`config.mk`:
```
export PLATFORM = sky130hd
export DESIGN_NAME = uart_flow_ctrl
export DESIGN_NICKNAME = d
export VERILOG_FILES = /design/src/core/uart_fc_pkg.sv /design/src/core/uart_flow_ctrl.sv
export VERILOG_INCLUDE_DIRS = /design/src /design/src/core
export SDC_FILE = /design/constraint.sdc
export NUM_CORES = 1
export LEC_CHECK = 0
export CORE_MARGIN = 3
export CORE_UTILIZATION = 30
export CTS_CLUSTER_DIAMETER = 200
export DETAILED_ROUTE_END_ITERATION = 10
export DONT_BUFFER_PORTS = 1
export PLACE_DENSITY_LB_ADDON = 0.08
export SLEW_MARGIN = 40
export SYNTH_ARGS = -nofsm -noshare
export SYNTH_HDL_FRONTEND = slang
export SYNTH_SLANG_ARGS = --single-unit
```
`constraint.sdc`:
```
create_clock -name clk -period 3.4 [get_ports clk]
set_clock_uncertainty 0.15 [all_clocks]
set_input_delay 0.68 -clock clk [delete_from_list [all_inputs] [get_ports clk]]
set_output_delay 0.68 -clock clk [all_outputs]
set_load 0.01 [all_outputs]
```
`src/core/uart_fc_map.svh`:
```
// slot numbers, trigger levels, reset value and timing counts of the flow block
`ifndef UART_FC_MAP_SVH
`define UART_FC_MAP_SVH

// ----------------------------------------------------------------
// receive trigger levels and hysteresis thresholds
// ----------------------------------------------------------------
`define TRIG_LVL_8          7'h08
`define TRIG_LVL_16         7'h10
`define TRIG_LVL_56         7'h38
`define TRIG_LVL_60         7'h3c
`define LVL_ZERO            7'h00

// ----------------------------------------------------------------
// flow character slots and reset value
// ----------------------------------------------------------------
`define SLOT_STOP_FIRST     2'h0
`define SLOT_STOP_SECOND    2'h1
`define SLOT_RESUME_FIRST   2'h2
`define SLOT_RESUME_SECOND  2'h3
`define FLOW_CHAR_RESET     8'h00

// ----------------------------------------------------------------
// timing
// ----------------------------------------------------------------
`define TICKS_PER_BIT       16
`define CHAR_BITS_DEFAULT   10
`define GUARD_CHARS         2
`define IR10_PULSE_TICKS    4'h3
`define IR11_PULSE_TICKS    4'h4

`endif

```
`src/core/uart_fc_pkg.sv`:
```
// types shared by the flow-control, multidrop and infrared block
package uart_fc_pkg;

	typedef enum logic [2:0] {
		FC_IDLE,
		FC_GUARD,
		FC_STOP_A,
		FC_STOP_B,
		FC_HALTED,
		FC_RES_A,
		FC_RES_B
	} fc_state_t;

	typedef enum logic [1:0] {
		PEND_NONE,
		PEND_STOP,
		PEND_RESUME
	} pend_t;

endpackage

```
`src/core/uart_flow_ctrl.sv`:
```
// uart flow control, multidrop and infrared logic
// What this block does
// auto rts on feature bit 6 once host asserts rts
// rts rise sets status bit 5, interrupt if enabled
// auto rts goes high at levels 16,56,60,60
// rts returns low at levels 0,8,16,56
// interrupt at receive trigger level under auto rts
// auto cts on feature bit 7 gates transmitter
// cts rise sets status bit 5, interrupt if enabled
// transmitter halts after current char, resumes on cts low
// software flow matches one or two chars to stop chars
// stop match sets flag and interrupt; resume match clears
// reset clears all four flow chars
// matched flow chars never enter the fifo
// fifo at trigger sends stop chars two char times later
// resume chars sent at next lower level
// special detect on bit 5 matches second stop char, keeps it
// compares use word-length bits, bit 0 is lsb
// normal multidrop: multidrop bit set, special detect clear
// disabled receiver drops data; address flags parity, enters fifo
// auto address: match enables receiver, enters fifo
// later mismatched address disables receiver, dropped
// infrared 1.0 sends 3/16 bit pulse per zero bit
// infrared 1.1 sends quarter bit pulse per zero bit
// infrared rx idles low; a pulse becomes a received bit
`timescale 1ns/100ps
`default_nettype none
`include "uart_fc_map.svh"

module uart_flow_ctrl #(
	parameter int CHAR_BITS = `CHAR_BITS_DEFAULT
) (
	input  wire logic       clk,
	input  wire logic       sys_rst,
	input  wire logic       efr_enhanced,
	input  wire logic       efr_special,
	input  wire logic       efr_auto_rts,
	input  wire logic       efr_auto_cts,
	input  wire logic       ier_stop_ie,
	input  wire logic       ier_rts_ie,
	input  wire logic       ier_cts_ie,
	input  wire logic       mcr_rts,
	input  wire logic       mcr_ir_en,
	input  wire logic       msr_multidrop,
	input  wire logic       msr_ir11,
	input  wire logic [1:0] line_word_len,
	input  wire logic [1:0] trig_sel,
	input  wire logic       sw_rx_flow_en,
	input  wire logic       sw_tx_flow_en,
	input  wire logic       sw_flow_double,
	input  wire logic       rx_sw_enable,
	input  wire logic       char_wr,
	input  wire logic [1:0] char_sel,
	input  wire logic [7:0] char_wdata,
	input  wire logic       status_clr,
	input  wire logic [6:0] rx_level,
	input  wire logic       rx_char_valid,
	input  wire logic [7:0] rx_char_data,
	input  wire logic       rx_char_parity,
	input  wire logic       bit_tick,
	input  wire logic       tx_busy,
	input  wire logic       fc_ready,
	input  wire logic       tx_serial,
	input  wire logic [3:0] tx_phase,
	input  wire logic       ir_rx_pin,
	input  wire logic       rx_pin,
	input  wire logic       cts_n,
	output logic            rts_n,
	output logic            tx_allow,
	output logic            fifo_push,
	output logic [7:0]      fifo_data,
	output logic            fifo_perr,
	output logic            fc_valid,
	output logic [7:0]      fc_char,
	output logic            rts_flag,
	output logic            cts_flag,
	output logic            stop_flag,
	output logic            special_flag,
	output logic            line_status_irq,
	output logic            auto_rx_enabled,
	output logic            irq,
	output logic            tx_pin,
	output logic            rx_serial
);

	// ----------------------------------------------------------------
	// thresholds
	// ----------------------------------------------------------------
	localparam int GUARD_TICKS = `GUARD_CHARS * CHAR_BITS * `TICKS_PER_BIT;
	localparam logic [11:0] GUARD_LAST = 12'(GUARD_TICKS - 1);

	logic [6:0] lvl_trig;
	logic [6:0] lvl_hi;
	logic [6:0] lvl_lo;
	logic [7:0] len_mask;

	always_comb begin
		unique case (trig_sel)
			2'h0: {lvl_trig, lvl_hi, lvl_lo} =
				{`TRIG_LVL_8, `TRIG_LVL_16, `LVL_ZERO};
			2'h1: {lvl_trig, lvl_hi, lvl_lo} =
				{`TRIG_LVL_16, `TRIG_LVL_56, `TRIG_LVL_8};
			2'h2: {lvl_trig, lvl_hi, lvl_lo} =
				{`TRIG_LVL_56, `TRIG_LVL_60, `TRIG_LVL_16};
			2'h3: {lvl_trig, lvl_hi, lvl_lo} =
				{`TRIG_LVL_60, `TRIG_LVL_60, `TRIG_LVL_56};
		endcase
		unique case (line_word_len)
			2'h0: len_mask = 8'h1f;
			2'h1: len_mask = 8'h3f;
			2'h2: len_mask = 8'h7f;
			2'h3: len_mask = 8'hff;
		endcase
	end

	// ----------------------------------------------------------------
	// flow characters
	// ----------------------------------------------------------------
	logic [7:0] char_reg [4];
	logic [7:0] char_next [4];

	always_comb begin
		for (int i = 0; i < 4; i++) begin
			char_next[i] = char_reg[i];
		end
		if (char_wr) begin
			char_next[char_sel] = char_wdata;
		end
	end

	always_ff @(posedge clk) begin
		for (int i = 0; i < 4; i++) begin
			if (sys_rst) begin
				char_reg[i] <= `FLOW_CHAR_RESET;
			end else begin
				char_reg[i] <= char_next[i];
			end
		end
	end

	// ----------------------------------------------------------------
	// receive path
	// ----------------------------------------------------------------
	logic             halt_reg, halt_next;
	logic             rts_off_reg, rts_off_next;
	logic             rts_prev_reg, rts_prev_next;
	logic             cts_prev_reg, cts_prev_next;
	logic             tx_allow_reg, tx_allow_next;
	logic             auto_en_reg, auto_en_next;
	logic             push_reg, push_next;
	logic [7:0]       data_reg, data_next;
	logic             perr_reg, perr_next;
	logic             lsi_reg, lsi_next;
	logic             rtsf_reg, rtsf_next;
	logic             ctsf_reg, ctsf_next;
	logic             stopf_reg, stopf_next;
	logic             specf_reg, specf_next;
	uart_fc_pkg::pend_t pend_reg, pend_next;
	logic [7:0]       pend_char_reg, pend_char_next;
	logic             replay_reg, replay_next;
	logic [7:0]       replay_char_reg, replay_char_next;

	logic       multidrop;
	logic       auto_rts;
	logic       cv;
	logic [7:0] cd;
	logic       rts_pin;
	logic       set_stop;
	logic       set_res;

	function automatic logic same(input logic [7:0] a, input logic [7:0] b,
			input logic [7:0] m);
		same = ((a ^ b) & m) == 8'h00;
	endfunction

	always_comb begin
		multidrop = msr_multidrop & efr_enhanced;
		auto_rts  = efr_auto_rts & mcr_rts;
		cv        = rx_char_valid | replay_reg;
		cd        = replay_reg ? replay_char_reg : rx_char_data;
		halt_next        = halt_reg;
		rts_off_next     = rts_off_reg;
		auto_en_next     = auto_en_reg;
		push_next        = 1'b0;
		data_next        = data_reg;
		perr_next        = 1'b0;
		lsi_next         = 1'b0;
		pend_next        = pend_reg;
		pend_char_next   = pend_char_reg;
		replay_next      = 1'b0;
		replay_char_next = replay_char_reg;
		set_stop         = 1'b0;
		set_res          = 1'b0;
		specf_next       = specf_reg & ~status_clr;
		// rts hysteresis
		if (!auto_rts) begin
			rts_off_next = 1'b0;
		end else if (rx_level >= lvl_hi) begin
			rts_off_next = 1'b1;
		end else if (rx_level <= lvl_lo) begin
			rts_off_next = 1'b0;
		end
		if (cv && multidrop && !efr_special) begin
			// software decides on the address byte
			if (rx_char_parity || rx_sw_enable) begin
				push_next = 1'b1;
				data_next = cd;
				perr_next = rx_char_parity;
				lsi_next  = rx_char_parity;
			end
		end else if (cv && multidrop) begin
			if (rx_char_parity) begin
				if (same(cd, char_reg[`SLOT_STOP_SECOND], len_mask)) begin
					auto_en_next = 1'b1;
					push_next    = 1'b1;
					data_next    = cd;
					perr_next    = 1'b1;
					lsi_next     = 1'b1;
				end else begin
					auto_en_next = 1'b0;
				end
			end else if (auto_en_reg) begin
				push_next = 1'b1;
				data_next = cd;
			end
		end else if (cv) begin
			if (sw_rx_flow_en && pend_reg != uart_fc_pkg::PEND_NONE) begin
				pend_next = uart_fc_pkg::PEND_NONE;
				if (pend_reg == uart_fc_pkg::PEND_STOP &&
						same(cd, char_reg[`SLOT_STOP_SECOND], len_mask)) begin
					set_stop = 1'b1;
				end else if (pend_reg == uart_fc_pkg::PEND_RESUME &&
						same(cd, char_reg[`SLOT_RESUME_SECOND], len_mask)) begin
					set_res = 1'b1;
				end else begin
					// pair broken: release held char, look at this one again
					push_next        = 1'b1;
					data_next        = pend_char_reg;
					replay_next      = 1'b1;
					replay_char_next = cd;
				end
			end else if (sw_rx_flow_en &&
					same(cd, char_reg[`SLOT_STOP_FIRST], len_mask)) begin
				if (sw_flow_double) begin
					pend_next      = uart_fc_pkg::PEND_STOP;
					pend_char_next = cd;
				end else begin
					set_stop = 1'b1;
				end
			end else if (sw_rx_flow_en &&
					same(cd, char_reg[`SLOT_RESUME_FIRST], len_mask)) begin
				if (sw_flow_double) begin
					pend_next      = uart_fc_pkg::PEND_RESUME;
					pend_char_next = cd;
				end else begin
					set_res = 1'b1;
				end
			end else begin
				push_next = 1'b1;
				data_next = cd;
				if (efr_special &&
						same(cd, char_reg[`SLOT_STOP_SECOND], len_mask)) begin
					specf_next = 1'b1;
				end
			end
		end
		if (!sw_rx_flow_en) begin
			halt_next = 1'b0;
			pend_next = uart_fc_pkg::PEND_NONE;
		end else if (set_stop) begin
			halt_next = 1'b1;
		end else if (set_res) begin
			halt_next = 1'b0;
		end
		// resume clears the stop flag in hardware; a new stop wins
		stopf_next = set_stop | (stopf_reg & ~status_clr & ~set_res);
		rts_pin = ~mcr_rts | (auto_rts & rts_off_reg);
		rts_prev_next = rts_pin;
		cts_prev_next = cts_n;
		rtsf_next = (rts_pin & ~rts_prev_reg) | (rtsf_reg & ~status_clr);
		ctsf_next = (cts_n & ~cts_prev_reg) | (ctsf_reg & ~status_clr);
		// gating only moves between characters, so a frame is never cut
		tx_allow_next = tx_busy ? tx_allow_reg
			: ~(efr_auto_cts & cts_n) & ~halt_reg;
	end

	always_ff @(posedge clk) begin
		if (sys_rst) begin
			halt_reg        <= 1'b0;
			rts_off_reg     <= 1'b0;
			rts_prev_reg    <= 1'b1;
			cts_prev_reg    <= 1'b1;
			tx_allow_reg    <= 1'b1;
			auto_en_reg     <= 1'b0;
			push_reg        <= 1'b0;
			data_reg        <= 8'h00;
			perr_reg        <= 1'b0;
			lsi_reg         <= 1'b0;
			rtsf_reg        <= 1'b0;
			ctsf_reg        <= 1'b0;
			stopf_reg       <= 1'b0;
			specf_reg       <= 1'b0;
			pend_reg        <= uart_fc_pkg::PEND_NONE;
			pend_char_reg   <= 8'h00;
			replay_reg      <= 1'b0;
			replay_char_reg <= 8'h00;
		end else begin
			halt_reg        <= halt_next;
			rts_off_reg     <= rts_off_next;
			rts_prev_reg    <= rts_prev_next;
			cts_prev_reg    <= cts_prev_next;
			tx_allow_reg    <= tx_allow_next;
			auto_en_reg     <= auto_en_next;
			push_reg        <= push_next;
			data_reg        <= data_next;
			perr_reg        <= perr_next;
			lsi_reg         <= lsi_next;
			rtsf_reg        <= rtsf_next;
			ctsf_reg        <= ctsf_next;
			stopf_reg       <= stopf_next;
			specf_reg       <= specf_next;
			pend_reg        <= pend_next;
			pend_char_reg   <= pend_char_next;
			replay_reg      <= replay_next;
			replay_char_reg <= replay_char_next;
		end
	end

	// ----------------------------------------------------------------
	// automatic stop and resume sending
	// ----------------------------------------------------------------
	uart_fc_pkg::fc_state_t fc_reg, fc_next;
	logic [11:0]            guard_reg, guard_next;
	logic [7:0]             fc_char_reg, fc_char_next;

	always_comb begin
		fc_next      = fc_reg;
		guard_next   = guard_reg;
		fc_char_next = fc_char_reg;
		unique case (fc_reg)
			uart_fc_pkg::FC_IDLE: begin
				guard_next = 12'h000;
				if (sw_tx_flow_en && rx_level >= lvl_trig) begin
					fc_next = uart_fc_pkg::FC_GUARD;
				end
			end
			uart_fc_pkg::FC_GUARD: begin
				if (bit_tick) begin
					if (guard_reg == GUARD_LAST) begin
						fc_next      = uart_fc_pkg::FC_STOP_A;
						fc_char_next = char_reg[`SLOT_STOP_FIRST];
					end else begin
						guard_next = guard_reg + 12'h001;
					end
				end
			end
			uart_fc_pkg::FC_STOP_A: begin
				if (fc_ready) begin
					fc_next      = sw_flow_double ? uart_fc_pkg::FC_STOP_B
						: uart_fc_pkg::FC_HALTED;
					fc_char_next = char_reg[`SLOT_STOP_SECOND];
				end
			end
			uart_fc_pkg::FC_STOP_B: begin
				if (fc_ready) begin
					fc_next = uart_fc_pkg::FC_HALTED;
				end
			end
			uart_fc_pkg::FC_HALTED: begin
				if (rx_level <= lvl_lo) begin
					fc_next      = uart_fc_pkg::FC_RES_A;
					fc_char_next = char_reg[`SLOT_RESUME_FIRST];
				end
			end
			uart_fc_pkg::FC_RES_A: begin
				if (fc_ready) begin
					fc_next      = sw_flow_double ? uart_fc_pkg::FC_RES_B
						: uart_fc_pkg::FC_IDLE;
					fc_char_next = char_reg[`SLOT_RESUME_SECOND];
				end
			end
			uart_fc_pkg::FC_RES_B: begin
				if (fc_ready) begin
					fc_next = uart_fc_pkg::FC_IDLE;
				end
			end
			default: fc_next = uart_fc_pkg::FC_IDLE;
		endcase
	end

	always_ff @(posedge clk) begin
		if (sys_rst) begin
			fc_reg      <= uart_fc_pkg::FC_IDLE;
			guard_reg   <= 12'h000;
			fc_char_reg <= 8'h00;
		end else begin
			fc_reg      <= fc_next;
			guard_reg   <= guard_next;
			fc_char_reg <= fc_char_next;
		end
	end

	// ----------------------------------------------------------------
	// infrared encoder and decoder
	// ----------------------------------------------------------------
	logic       tx_pin_reg, tx_pin_next;
	logic       rxs_reg, rxs_next;
	logic       ir_prev_reg, ir_prev_next;
	logic [3:0] stretch_reg, stretch_next;
	logic       stretch_on_reg, stretch_on_next;
	logic [3:0] ir_width;

	always_comb begin
		ir_width = (msr_ir11 & efr_enhanced) ? `IR11_PULSE_TICKS
			: `IR10_PULSE_TICKS;
		tx_pin_next = mcr_ir_en ? ~tx_serial & (tx_phase < ir_width)
			: tx_serial;
		ir_prev_next    = ir_rx_pin;
		stretch_next    = stretch_reg;
		stretch_on_next = stretch_on_reg;
		if (ir_rx_pin && !ir_prev_reg) begin
			stretch_on_next = 1'b1;
			stretch_next    = 4'h0;
		end else if (stretch_on_reg && bit_tick) begin
			stretch_next = stretch_reg + 4'h1;
			if (stretch_reg == 4'hf) begin
				stretch_on_next = 1'b0;
			end
		end
		// a pulse is held for one bit so the sampler sees a full zero bit
		rxs_next = mcr_ir_en ? ~stretch_on_reg : rx_pin;
	end

	always_ff @(posedge clk) begin
		if (sys_rst) begin
			tx_pin_reg     <= 1'b1;
			rxs_reg        <= 1'b1;
			ir_prev_reg    <= 1'b0;
			stretch_reg    <= 4'h0;
			stretch_on_reg <= 1'b0;
		end else begin
			tx_pin_reg     <= tx_pin_next;
			rxs_reg        <= rxs_next;
			ir_prev_reg    <= ir_prev_next;
			stretch_reg    <= stretch_next;
			stretch_on_reg <= stretch_on_next;
		end
	end

	// ----------------------------------------------------------------
	// outputs
	// ----------------------------------------------------------------
	assign rts_n           = rts_pin;
	assign tx_allow        = tx_allow_reg;
	assign fifo_push       = push_reg;
	assign fifo_data       = data_reg;
	assign fifo_perr       = perr_reg;
	assign fc_valid        = !(fc_reg inside {uart_fc_pkg::FC_IDLE,
		uart_fc_pkg::FC_GUARD, uart_fc_pkg::FC_HALTED});
	assign fc_char         = fc_char_reg;
	assign rts_flag        = rtsf_reg;
	assign cts_flag        = ctsf_reg;
	assign stop_flag       = stopf_reg;
	assign special_flag    = specf_reg;
	assign line_status_irq = lsi_reg;
	assign auto_rx_enabled = auto_en_reg;
	assign tx_pin          = tx_pin_reg;
	assign rx_serial       = rxs_reg;
	assign irq = (rtsf_reg & ier_rts_ie & efr_enhanced)
		| (ctsf_reg & ier_cts_ie & efr_enhanced)
		| (stopf_reg & ier_stop_ie)
		| (auto_rts & (rx_level >= lvl_trig))
		| lsi_reg;

endmodule // uart_flow_ctrl
`default_nettype wire

```
# After elaboration in Yosys (flattened, before gate mapping)
# Memory sizes are Yosys's and may differ from the RTL's.
# Cells that the tools add are included.
[word_totals] rom_bits=0 ff_bits=70 inputBits=61 out_inout_bits=30 wordCells=279 ram_bits=32 memories=1 latch_bits=0
[mem_list] memory="char_reg" depth=4 word_bits=8 rd=4 rd_ports_with_merged_regs=0 write_ports=4 line="uart_flow_ctrl.sv:119" source="logic [7:0] char_reg [4];"
[classes] eq_ne=34 div_mod_pow=0 magnitude_cmp=6 mul=0 addsub=2 muxes=104 shifts=0 bitwise=59 reduce_logical=48
[ops] op="$mux 8" count=26
[ops] op="$pmux 8 s4" count=2
[ops] op="$pmux 7 s4" count=2
[ops] op="$mux 1" count=50
[ops] op="$mux 3" count=11
[ops] op="$and 8x8->8" count=4
[ops] op="$bwmux 32" count=1
[ops] op="$logic_not 8->1" count=4
[ops] op="$mux 32" count=1
[ops] op="$xor 8x8->8" count=4
[ops] op="$mux 12" count=2
[ops] op="$pmux 12 s2" count=1
[ops] op="$pmux 3 s7" count=1
[ops] op="$pmux 7 s3" count=1
[ops] op="$and 1x1->1" count=20
[ops] op="$ne 2x2->1 const B" count=9
[ops] op="$reduce_and 6->1" count=3
[ops] op="$not 1->1" count=17
[ops] op="$demux 8 s2" count=1
[ops] op="$ne 4x4->1 const B" count=4
[ops] op="$reduce_and 8->1" count=2
[ops] op="$ge 7x7->1" count=2
[ops] op="$reduce_bool 2->1" count=7
[ops] op="$or 1x1->1" count=13
[ops] op="other kinds (31)" count=65

# Logic depth before layout (Yosys ltp)
# Gate-level depths: netlist of run 1.
[depth] ltp_word=14 mapped_depth=11 mapped_depth_nobuf=10

# Least setup slack after synthesis of run 1
# No wires, ideal clock.
[synth_timing] kind="input-to-reg" startpoint="input port line_word_len[1]" endpoint="register data_reg[0] (netlist: fifo_data[0])" setup_ns=0.068 t_arrival_ns=2.524 required_time_ns=3.182 path_buffers=2 setup_slack_ns=0.658 stages=8 cell_sequence="clkbuf_1 > or2_2 > a2111oi_2 > a31oi_1 > or3_4 > buf_6 > a31o_1 > a21oi_2"
[synth_via] elab_chain_cells=7 elab_cells_between_ends=23 classes_between="8 x eq/ne; 1 x mux; 4 x bitwise; 10 x reduce/logical"
[synth_rtl] element="start: declaration" line="uart_flow_ctrl.sv:46" source="input wire logic [1:0] line_word_len,"
[synth_rtl] element="$eq 2x2->1, or another cell as far along" line="uart_flow_ctrl.sv:108" source="unique case (line_word_len)"
[synth_rtl] element="$pmux 8 s4 (*)" line="uart_flow_ctrl.sv:108"
[synth_rtl] element="$and 8x8->8" line="uart_flow_ctrl.sv:173" source="same = ((a ^ b) & m) == 8'h00;"
[synth_rtl] element="$logic_not 8->1" line="uart_flow_ctrl.sv:173"
[synth_rtl] element="$logic_and 1x1->1, on equally long branches"
[synth_rtl] element="$ne 4x4->1 (no source line)"
[synth_rtl] element="$reduce_and 8->1 (no source line) (*)"
[synth_rtl] element="end signal: assignment" line="uart_flow_ctrl.sv:315" source="data_reg <= data_next;"
[synth_rtl] element="end: declaration" line="uart_flow_ctrl.sv:151" source="logic [7:0] data_reg, data_next;"
# Every way passes the cells marked *; elsewhere a longest branch is shown, timed or not. The select of a mux whose other input is x is not followed.
# A chain may end at the register's enable or synchronous reset.

# Worst setup path after layout of run 1
[layout_timing] startpoint="register replay_reg" endpoint="register data_reg[0] (netlist: fifo_data[0])"
[layout_via] elab_chain_cells=7 elab_cells_between_ends=39 classes_between="7 x eq/ne; 11 x mux; 9 x bitwise; 12 x reduce/logical"
[layout_rtl] element="start: declaration" line="uart_flow_ctrl.sv:160" source="logic replay_reg, replay_next;"
[layout_rtl] element="start signal: assignment" line="uart_flow_ctrl.sv:324" source="replay_reg <= replay_next;"
[layout_rtl] element="$mux 8" line="uart_flow_ctrl.sv:180" source="cd = replay_reg ? replay_char_reg : rx_char_data;"
[layout_rtl] element="$xor 8x8->8 / $mux 8 (equally long branches)" line="uart_flow_ctrl.sv:173, uart_flow_ctrl.sv:250"
[layout_rtl] element="$and 8x8->8 / $mux 8 (equally long branches)" line="uart_flow_ctrl.sv:173, uart_flow_ctrl.sv:242"
[layout_rtl] element="$logic_not 8->1 / $mux 8 (equally long branches)" line="uart_flow_ctrl.sv:173, uart_flow_ctrl.sv:227"
[layout_rtl] element="$logic_and 1x1->1, or another cell as far along" line="uart_flow_ctrl.sv:232" source="end else if (pend_reg == uart_fc_pkg::PEND_RESUME &&"
[layout_rtl] element="$ne 4x4->1 (no source line) / $mux 8 (equally long branches)"
[layout_rtl] element="$reduce_and 8->1 (no source line) / $mux 8 (equally long branches)"
# Parallel ways exist; a longest one is shown, timed or not. The select of a mux whose other input is x is not followed.

==> results of run 1 <==
-- cell families (layout without fill, tap and decap cells) --
logic type / count (synthesis) / in the layout / synth area share (%)
multiplexers: 64 / 64 / 13.43
XOR/XNOR: 40 / 40 / 6.394
AO/OA/AOI/OAI: 116 / 116 / 15.41
flip-flops: 102 / 102 / 37.27
adder cells (fa/ha/maj): 14 / 14 / 3.197
AND/OR/NAND/NOR: 227 / 227 / 19.50
buffers and inverters: 57 / 59 / 4.796
-- critical path, cell delays in order (launching register included) --
cell,delay [ns]
dfxtp_1,0.42
buf_12,0.21
mux2i_2,0.29
buf_4,0.21
xnor2_1,0.13
a21oi_1,0.06
o211ai_1,0.45
nand3_1,0.46
a31o_1,0.37
a21oi_2,0.12
-- final cells by class --
| type | count | share of cell area (%) |
|---|---|---|
| Clock buffer | 10 | 3.948 |
| Timing Repair Buffer | 21 | 2.770 |
| Clock inverter | 6 | 1.013 |
| Tap cell | 225 | 4.651 |
| Multi-Input combinational cell | 461 | 52.52 |
| Sequential cell | 102 | 33.73 |
| Inverter | 22 | 1.364 |
-- metal layers --
metal,part of all wire [%],vias to the layer above,track usage [%]
li1,-,2200,-
met1,45,2085,19.31
met2,47,108,25.06
met3,6.8,15,5.699
met4,1.6,0,4.029
met5,0,-,0
-- report_power, final --
group	internal, µW	switching [µW]	total (µW)
Sequential	1220	32.3	1260
Clock	588	465	1050
Combinational	110	120	229
Total	1920	617	2540
-- synth_stat cells, types with 3 or more instances --
library cell	number	share of area [%]
mux2i_1	53	9.7
o21a_1	3	0.41
and3_1	6	0.69
a221o_1	8	1.5
or2_2	4	0.46
and2_1	3	0.34
nor2_1	109	7.5
o31ai_1	5	0.69
nor4_1	5	0.57
clkbuf_1	24	1.6
nand3b_1	4	0.55
xor2_1	10	1.6
a22oi_1	3	0.41
a31o_1	4	0.64
dfxtp_1	102	37
o211a_1	3	0.55
nand4_1	13	1.5
mux2_2	3	0.62
a21oi_1	25	2.3
nor3_1	9	0.82
a21oi_2	3	0.48
and4_1	3	0.48
nand2_1	34	2.3
a211oi_1	14	1.9
inv_1	22	1.5
ha_1	14	3.2
buf_6	3	0.62
o21ai_0	16	1.5
mux2i_4	7	2.9
a31oi_1	5	0.57
nand3_1	15	1.4
nor2b_1	6	0.69
a21o_1	4	0.55
a211oi_2	3	0.69
nor4b_1	3	0.48
buf_1	3	0.21
xnor2_1	30	4.8
nand2b_1	6	0.69
-- layout by cell type (no fill, tap or decap), drive strengths merged, types with 4 or more instances in the layout --
| cell type | netlist | routed |
|---|---|---|
| inv | 22 | 22 |
| clkinv | 0 | 4 |
| nand2 | 34 | 34 |
| and3 | 6 | 6 |
| xor2 | 10 | 10 |
| nand2b | 6 | 6 |
| a21oi | 28 | 28 |
| nand4 | 13 | 13 |
| a21o | 4 | 4 |
| a31oi | 5 | 5 |
| nor4 | 6 | 6 |
| nand3b | 4 | 4 |
| a31o | 4 | 4 |
| nor2b | 6 | 6 |
| clkbuf | 24 | 10 |
| mux2i | 61 | 61 |
| buf | 11 | 21 |
| dfxtp | 102 | 102 |
| a211oi | 17 | 17 |
| nor2 | 109 | 109 |
| xnor2 | 30 | 30 |
| nor3 | 9 | 9 |
| a221o | 8 | 8 |
| ha | 14 | 14 |
| or2 | 4 | 4 |
| o31ai | 5 | 5 |
| o21ai | 17 | 17 |
| nand3 | 15 | 15 |
-- final timing paths --
| kind | startpoint | to | slack [ns] | depth (start not counted) |
|---|---|---|---|---|
| worst max-delay path | replay_reg$_SDFF_PP0_ | fifo_data[0]$_SDFFE_PP0P_ | 0.46 | 9 |
| worst min-delay path | sys_rst | ir_prev_reg$_SDFF_PP0_ | 0.24 | 1 |
| worst max register to register | replay_reg$_SDFF_PP0_ | fifo_data[0]$_SDFFE_PP0P_ | 0.46 | 9 |
| worst min register to register | stretch_reg[1]$_SDFFE_PP0P_ | stretch_reg[1]$_SDFFE_PP0P_ | 0.33 | 2 |
-- stage by stage --
stage	instances	setup slack, ns	util (%)
global placement	830	0.5059	32.67
floorplan	620	0.6581	-
global route	847	0.2663	34.40
finish	847	0.4610	34.40
CTS	847	0.4861	34.40
detailed placement	831	0.4883	32.69
==> metrics, run 1 <==
status=completed; Mapped Nets=between 600 and 700; final hold violations=0; CP Class=flop to flop; crit share post-route=86.44%; fin. max-slew vios=0; # fillers=approximately 1,800; ys flop type=dfxtp_1; Worst-path clk slew=0.07 ns; chip height=141.1 µm; first-pass GRT wire length=24,040 µm; post_cts resized=0; Crit Path Max Fanout=12; CTS Hold Buffers Added=0; Total Wirelength=about 15,000 µm; Power Density=419.3 nW/µm²; CP startpoint kind=flop; fmax=340.3 MHz; largest net degree at the start of global routing=90; area grow syn2layout=10.48%; RD Place Congestion=0.8010; Crit. End Element=flop; Finished Cell Area=6053 µm²; register area share after synthesis=37.27%; gr ovfl total=0; Yosys cell types=64; Mapped Cells=between 600 and 700; multi-input logic area=3179 µm²; RSZ-0062 raised after global routing=no; FF/Latch Area=roughly 2000 µm²; routed vias/inst=5.204; CTS tree=yes; violation count after the first detailed-route iteration=190; DRC violations left=0; CORE AREA=17,600 µm²; die footprint=19,920 µm²; Setup violations, final=0; Post-synth ARST share=0%; VDD IR-drop max=0.2798 mV; gr usage total=between 15 and 20%; Root Driver=clkbuf_16; ratio of cells with drive above 1 in the final layout=10.13%; Std-Cell Rows=48; sinks on the clock net=102; CTS Buf Count=9; Ys Warns=0; Rel. slew slack=55.06%; drt first pass iters=5; Post-Syn Area per Cell=8.837 µm²; initial antenna violation count=0; Nets=around 700; MaxCap Viol Count=0; Post-synth EDFFs=0; Post CTS Setup Buffer Count=0; vias in the first global route=4,264; Die Width=about 140 µm; CTS max path bufs=2; leakage power=0.002369 µW; Initial Utilization=just over 30%; Worst-Skew Late Latency=between 0.3 and 0.4 ns; worst slew pin tran=0.6721 ns; dpl hpwl=between 10,000 and 15,000 µm; worst min-delay path class=input port to flop; WP data required=3.54 ns; Synth Cell Area=5479 µm²; Antenna Cells=0; post-route ant nets=0; CTS H-tree depth=3; Worst Path Arrival=slightly above 3 ns; cell area after placement=5753 µm²; post-route setup TNS=0 ns; Pwr Total=2538 µW; # IOs=91; total number of vias=4,408; number of flip-flops in the largest register=32; fin crit period=2.939 ns; hold slack=0.2366 ns; drt wl/cell=17.91 µm; port buffer count=0; #FFs+latches synth=102
Power figures use the tool's default switching activity.
==> run 2, diff against run 1 <==
--- a/config.mk
+++ b/config.mk
@@ -7,10 +7,11 @@
 export NUM_CORES = 1
 export LEC_CHECK = 0
 export CORE_MARGIN = 3
-export CORE_UTILIZATION = 30
+export CORE_UTILIZATION = 55
 export CTS_CLUSTER_DIAMETER = 200
 export DETAILED_ROUTE_END_ITERATION = 10
 export DONT_BUFFER_PORTS = 1
+export GPL_ROUTABILITY_DRIVEN = 0
 export PLACE_DENSITY_LB_ADDON = 0.08
 export SLEW_MARGIN = 40
 export SYNTH_ARGS = -nofsm -noshare
==> run 2 against run 1 <==
Effect of this change:
- largest cell class unchanged
- combinational power is 5% lower
- highest routed layer unchanged
- cell area is 4.9% lower
- sequential share of layout area is 1.7 points higher
- total power is 11% lower
- setup slack worse by 0.098 ns
- largest power group unchanged
==> metrics, run 2 (synthesis results as in run 1) <==
status=completed; Finished Cell Area=around 5800 µm²; dpl hpwl=10,030 µm; Initial Utilization=57.92%; crit share post-route=89.32%; post_cts resized=0; port buffer count=0; Crit. End Element=flop; Worst-path clk slew=about 0.1 ns; post-route setup TNS=0 ns; CP startpoint kind=flop; violation count after the first detailed-route iteration=227; CTS Buf Count=9; CP max stage delay=approximately 0.50 ns; gr usage total=roughly a quarter; Std-Cell Rows=35; largest net degree at the start of global routing=90; CP Class=flop to flop; ratio of cells with drive above 1 in the final layout=8.795%; Post CTS Setup Buffer Count=0; crit-path cells=buf_4 -> mux2i_2 -> buf_4 -> xnor2_1 -> a21oi_1 -> o211ai_1 -> nand3_1 -> a31o_1 -> a21oi_1; MaxCap Viol Count=0; FF/Latch Area=about 2000 µm²; number of flip-flops in the largest register=32; Crit Path Max Fanout=12; CTS Hold Buffers Added=0; fin. max-slew vios=0; vias in the first global route=4,132; gr ovfl total=0; CTS tree=yes; post-route ant nets=0; CORE AREA=9459 µm²; worst slew pin tran=0.6724 ns; Setup violations, final=0; worst min-delay path class=input port to flop; first-pass GRT wire length=21,710 µm; Root Driver=clkbuf_8; Rel. slew slack=54.93%; drt wl/cell=18.03 µm; CP bufs+invs=2; total number of vias=4,354; fin crit period=3.037 ns; # IOs=91; final core utilization=between 60% and 70%; # fillers=882; fmax=329.3 MHz; CTS max path bufs=2; multi-input logic area=~3200 µm²; Worst-Skew Late Latency=0.38 ns; Nets=684; Die Width=105.8 µm; CTS H-tree depth=3; cell area after placement=5555 µm²; RSZ-0062 raised after global routing=no; drt first pass iters=5; leakage power=0.002276 µW; DRC violations left=0; Total Wirelength=13,400 µm; WP data required=3.56 ns; die footprint=11,200 µm²; chip height=105.8 µm; Antenna Cells=0; Worst Path Arrival=3.19 ns; Power Density=390.8 nW/µm²; most frequent cells in the layout=nor2_1, dfxtp_1, mux2i_1; initial antenna violation count=0; sinks on the clock net=102; VDD IR-drop max=about 0.27 mV; final hold violations=0; area grow syn2layout=5.047%; routed vias/inst=just under 6; Max stage delay cell, worst path=o211ai_1; commonest non-fill, non-tap cell in the layout=nor2_1; Worst path top cell family by delay=compound AO/OA/AOI/OAI gates
==> run 2: cell types whose count changed in the layout (fill, tap and decap cells not counted), moves of 2 or more <==
cell | previous run | this run
buf_4 | 19 | 12
clkbuf_16 | 9 | 0
clkbuf_8 | 1 | 9
clkinv_2 | 3 | 1
inv_6 | 0 | 2
==> run 2: report_power, final <==
part | switching [µW] | internal [µW] | leakage (µW) | total [µW]
Clock | 430 | 345 | 0.0000933 | 775
Combinational | 113 | 105 | 0.00136 | 218
Sequential | 33.6 | 1220 | 0.000828 | 1260
==> run 2: area by class of cell <==
cell class	instances	area share, %
clock inverters	6	1.174
multi-input cells	461	55.24
clock buffers	10	2.217
inverters	22	1.435
flip-flops and latches	102	35.48
well taps	129	2.804
repair buffers	13	1.652
==> run 2: path summary, 6_finish.rpt <==
check | from | to | slack [ns] | cells past startpoint
setup / recovery | replay_reg$_SDFF_PP0_ | fifo_data[4]$_SDFFE_PP0P_ | 0.36 | 9
hold / removal | sys_rst | stretch_on_reg$_SDFFE_PP0P_ | 0.22 | 1
setup reg to reg | replay_reg$_SDFF_PP0_ | fifo_data[4]$_SDFFE_PP0P_ | 0.36 | 9
hold reg to reg | stretch_reg[1]$_SDFFE_PP0P_ | stretch_reg[1]$_SDFFE_PP0P_ | 0.33 | 2
==> run 2: stage by stage <==
step,std cells,power [µW],setup WS [ns],hold slack [ns]
floorplan,620,1467,0.6581,0.3032
global placement,726,1493,0.4698,0.3127
detailed placement,726,1501,0.3854,0.3249
CTS,742,2270,0.3609,0.2030
global route,743,2346,0.09154,0.1888
finish,743,2249,0.3630,0.2166
==> run 2: routing by layer <==
metal	vias to the layer above	GRT usage, %	part of all wire, %	wire, µm
met5	-	0	0	0
met4	0	5.643	1.1	144
met3	13	6.491	6.6	879
met2	119	38.07	46	6197
met1	2050	33.13	46	6174
li1	2172	-	-	-
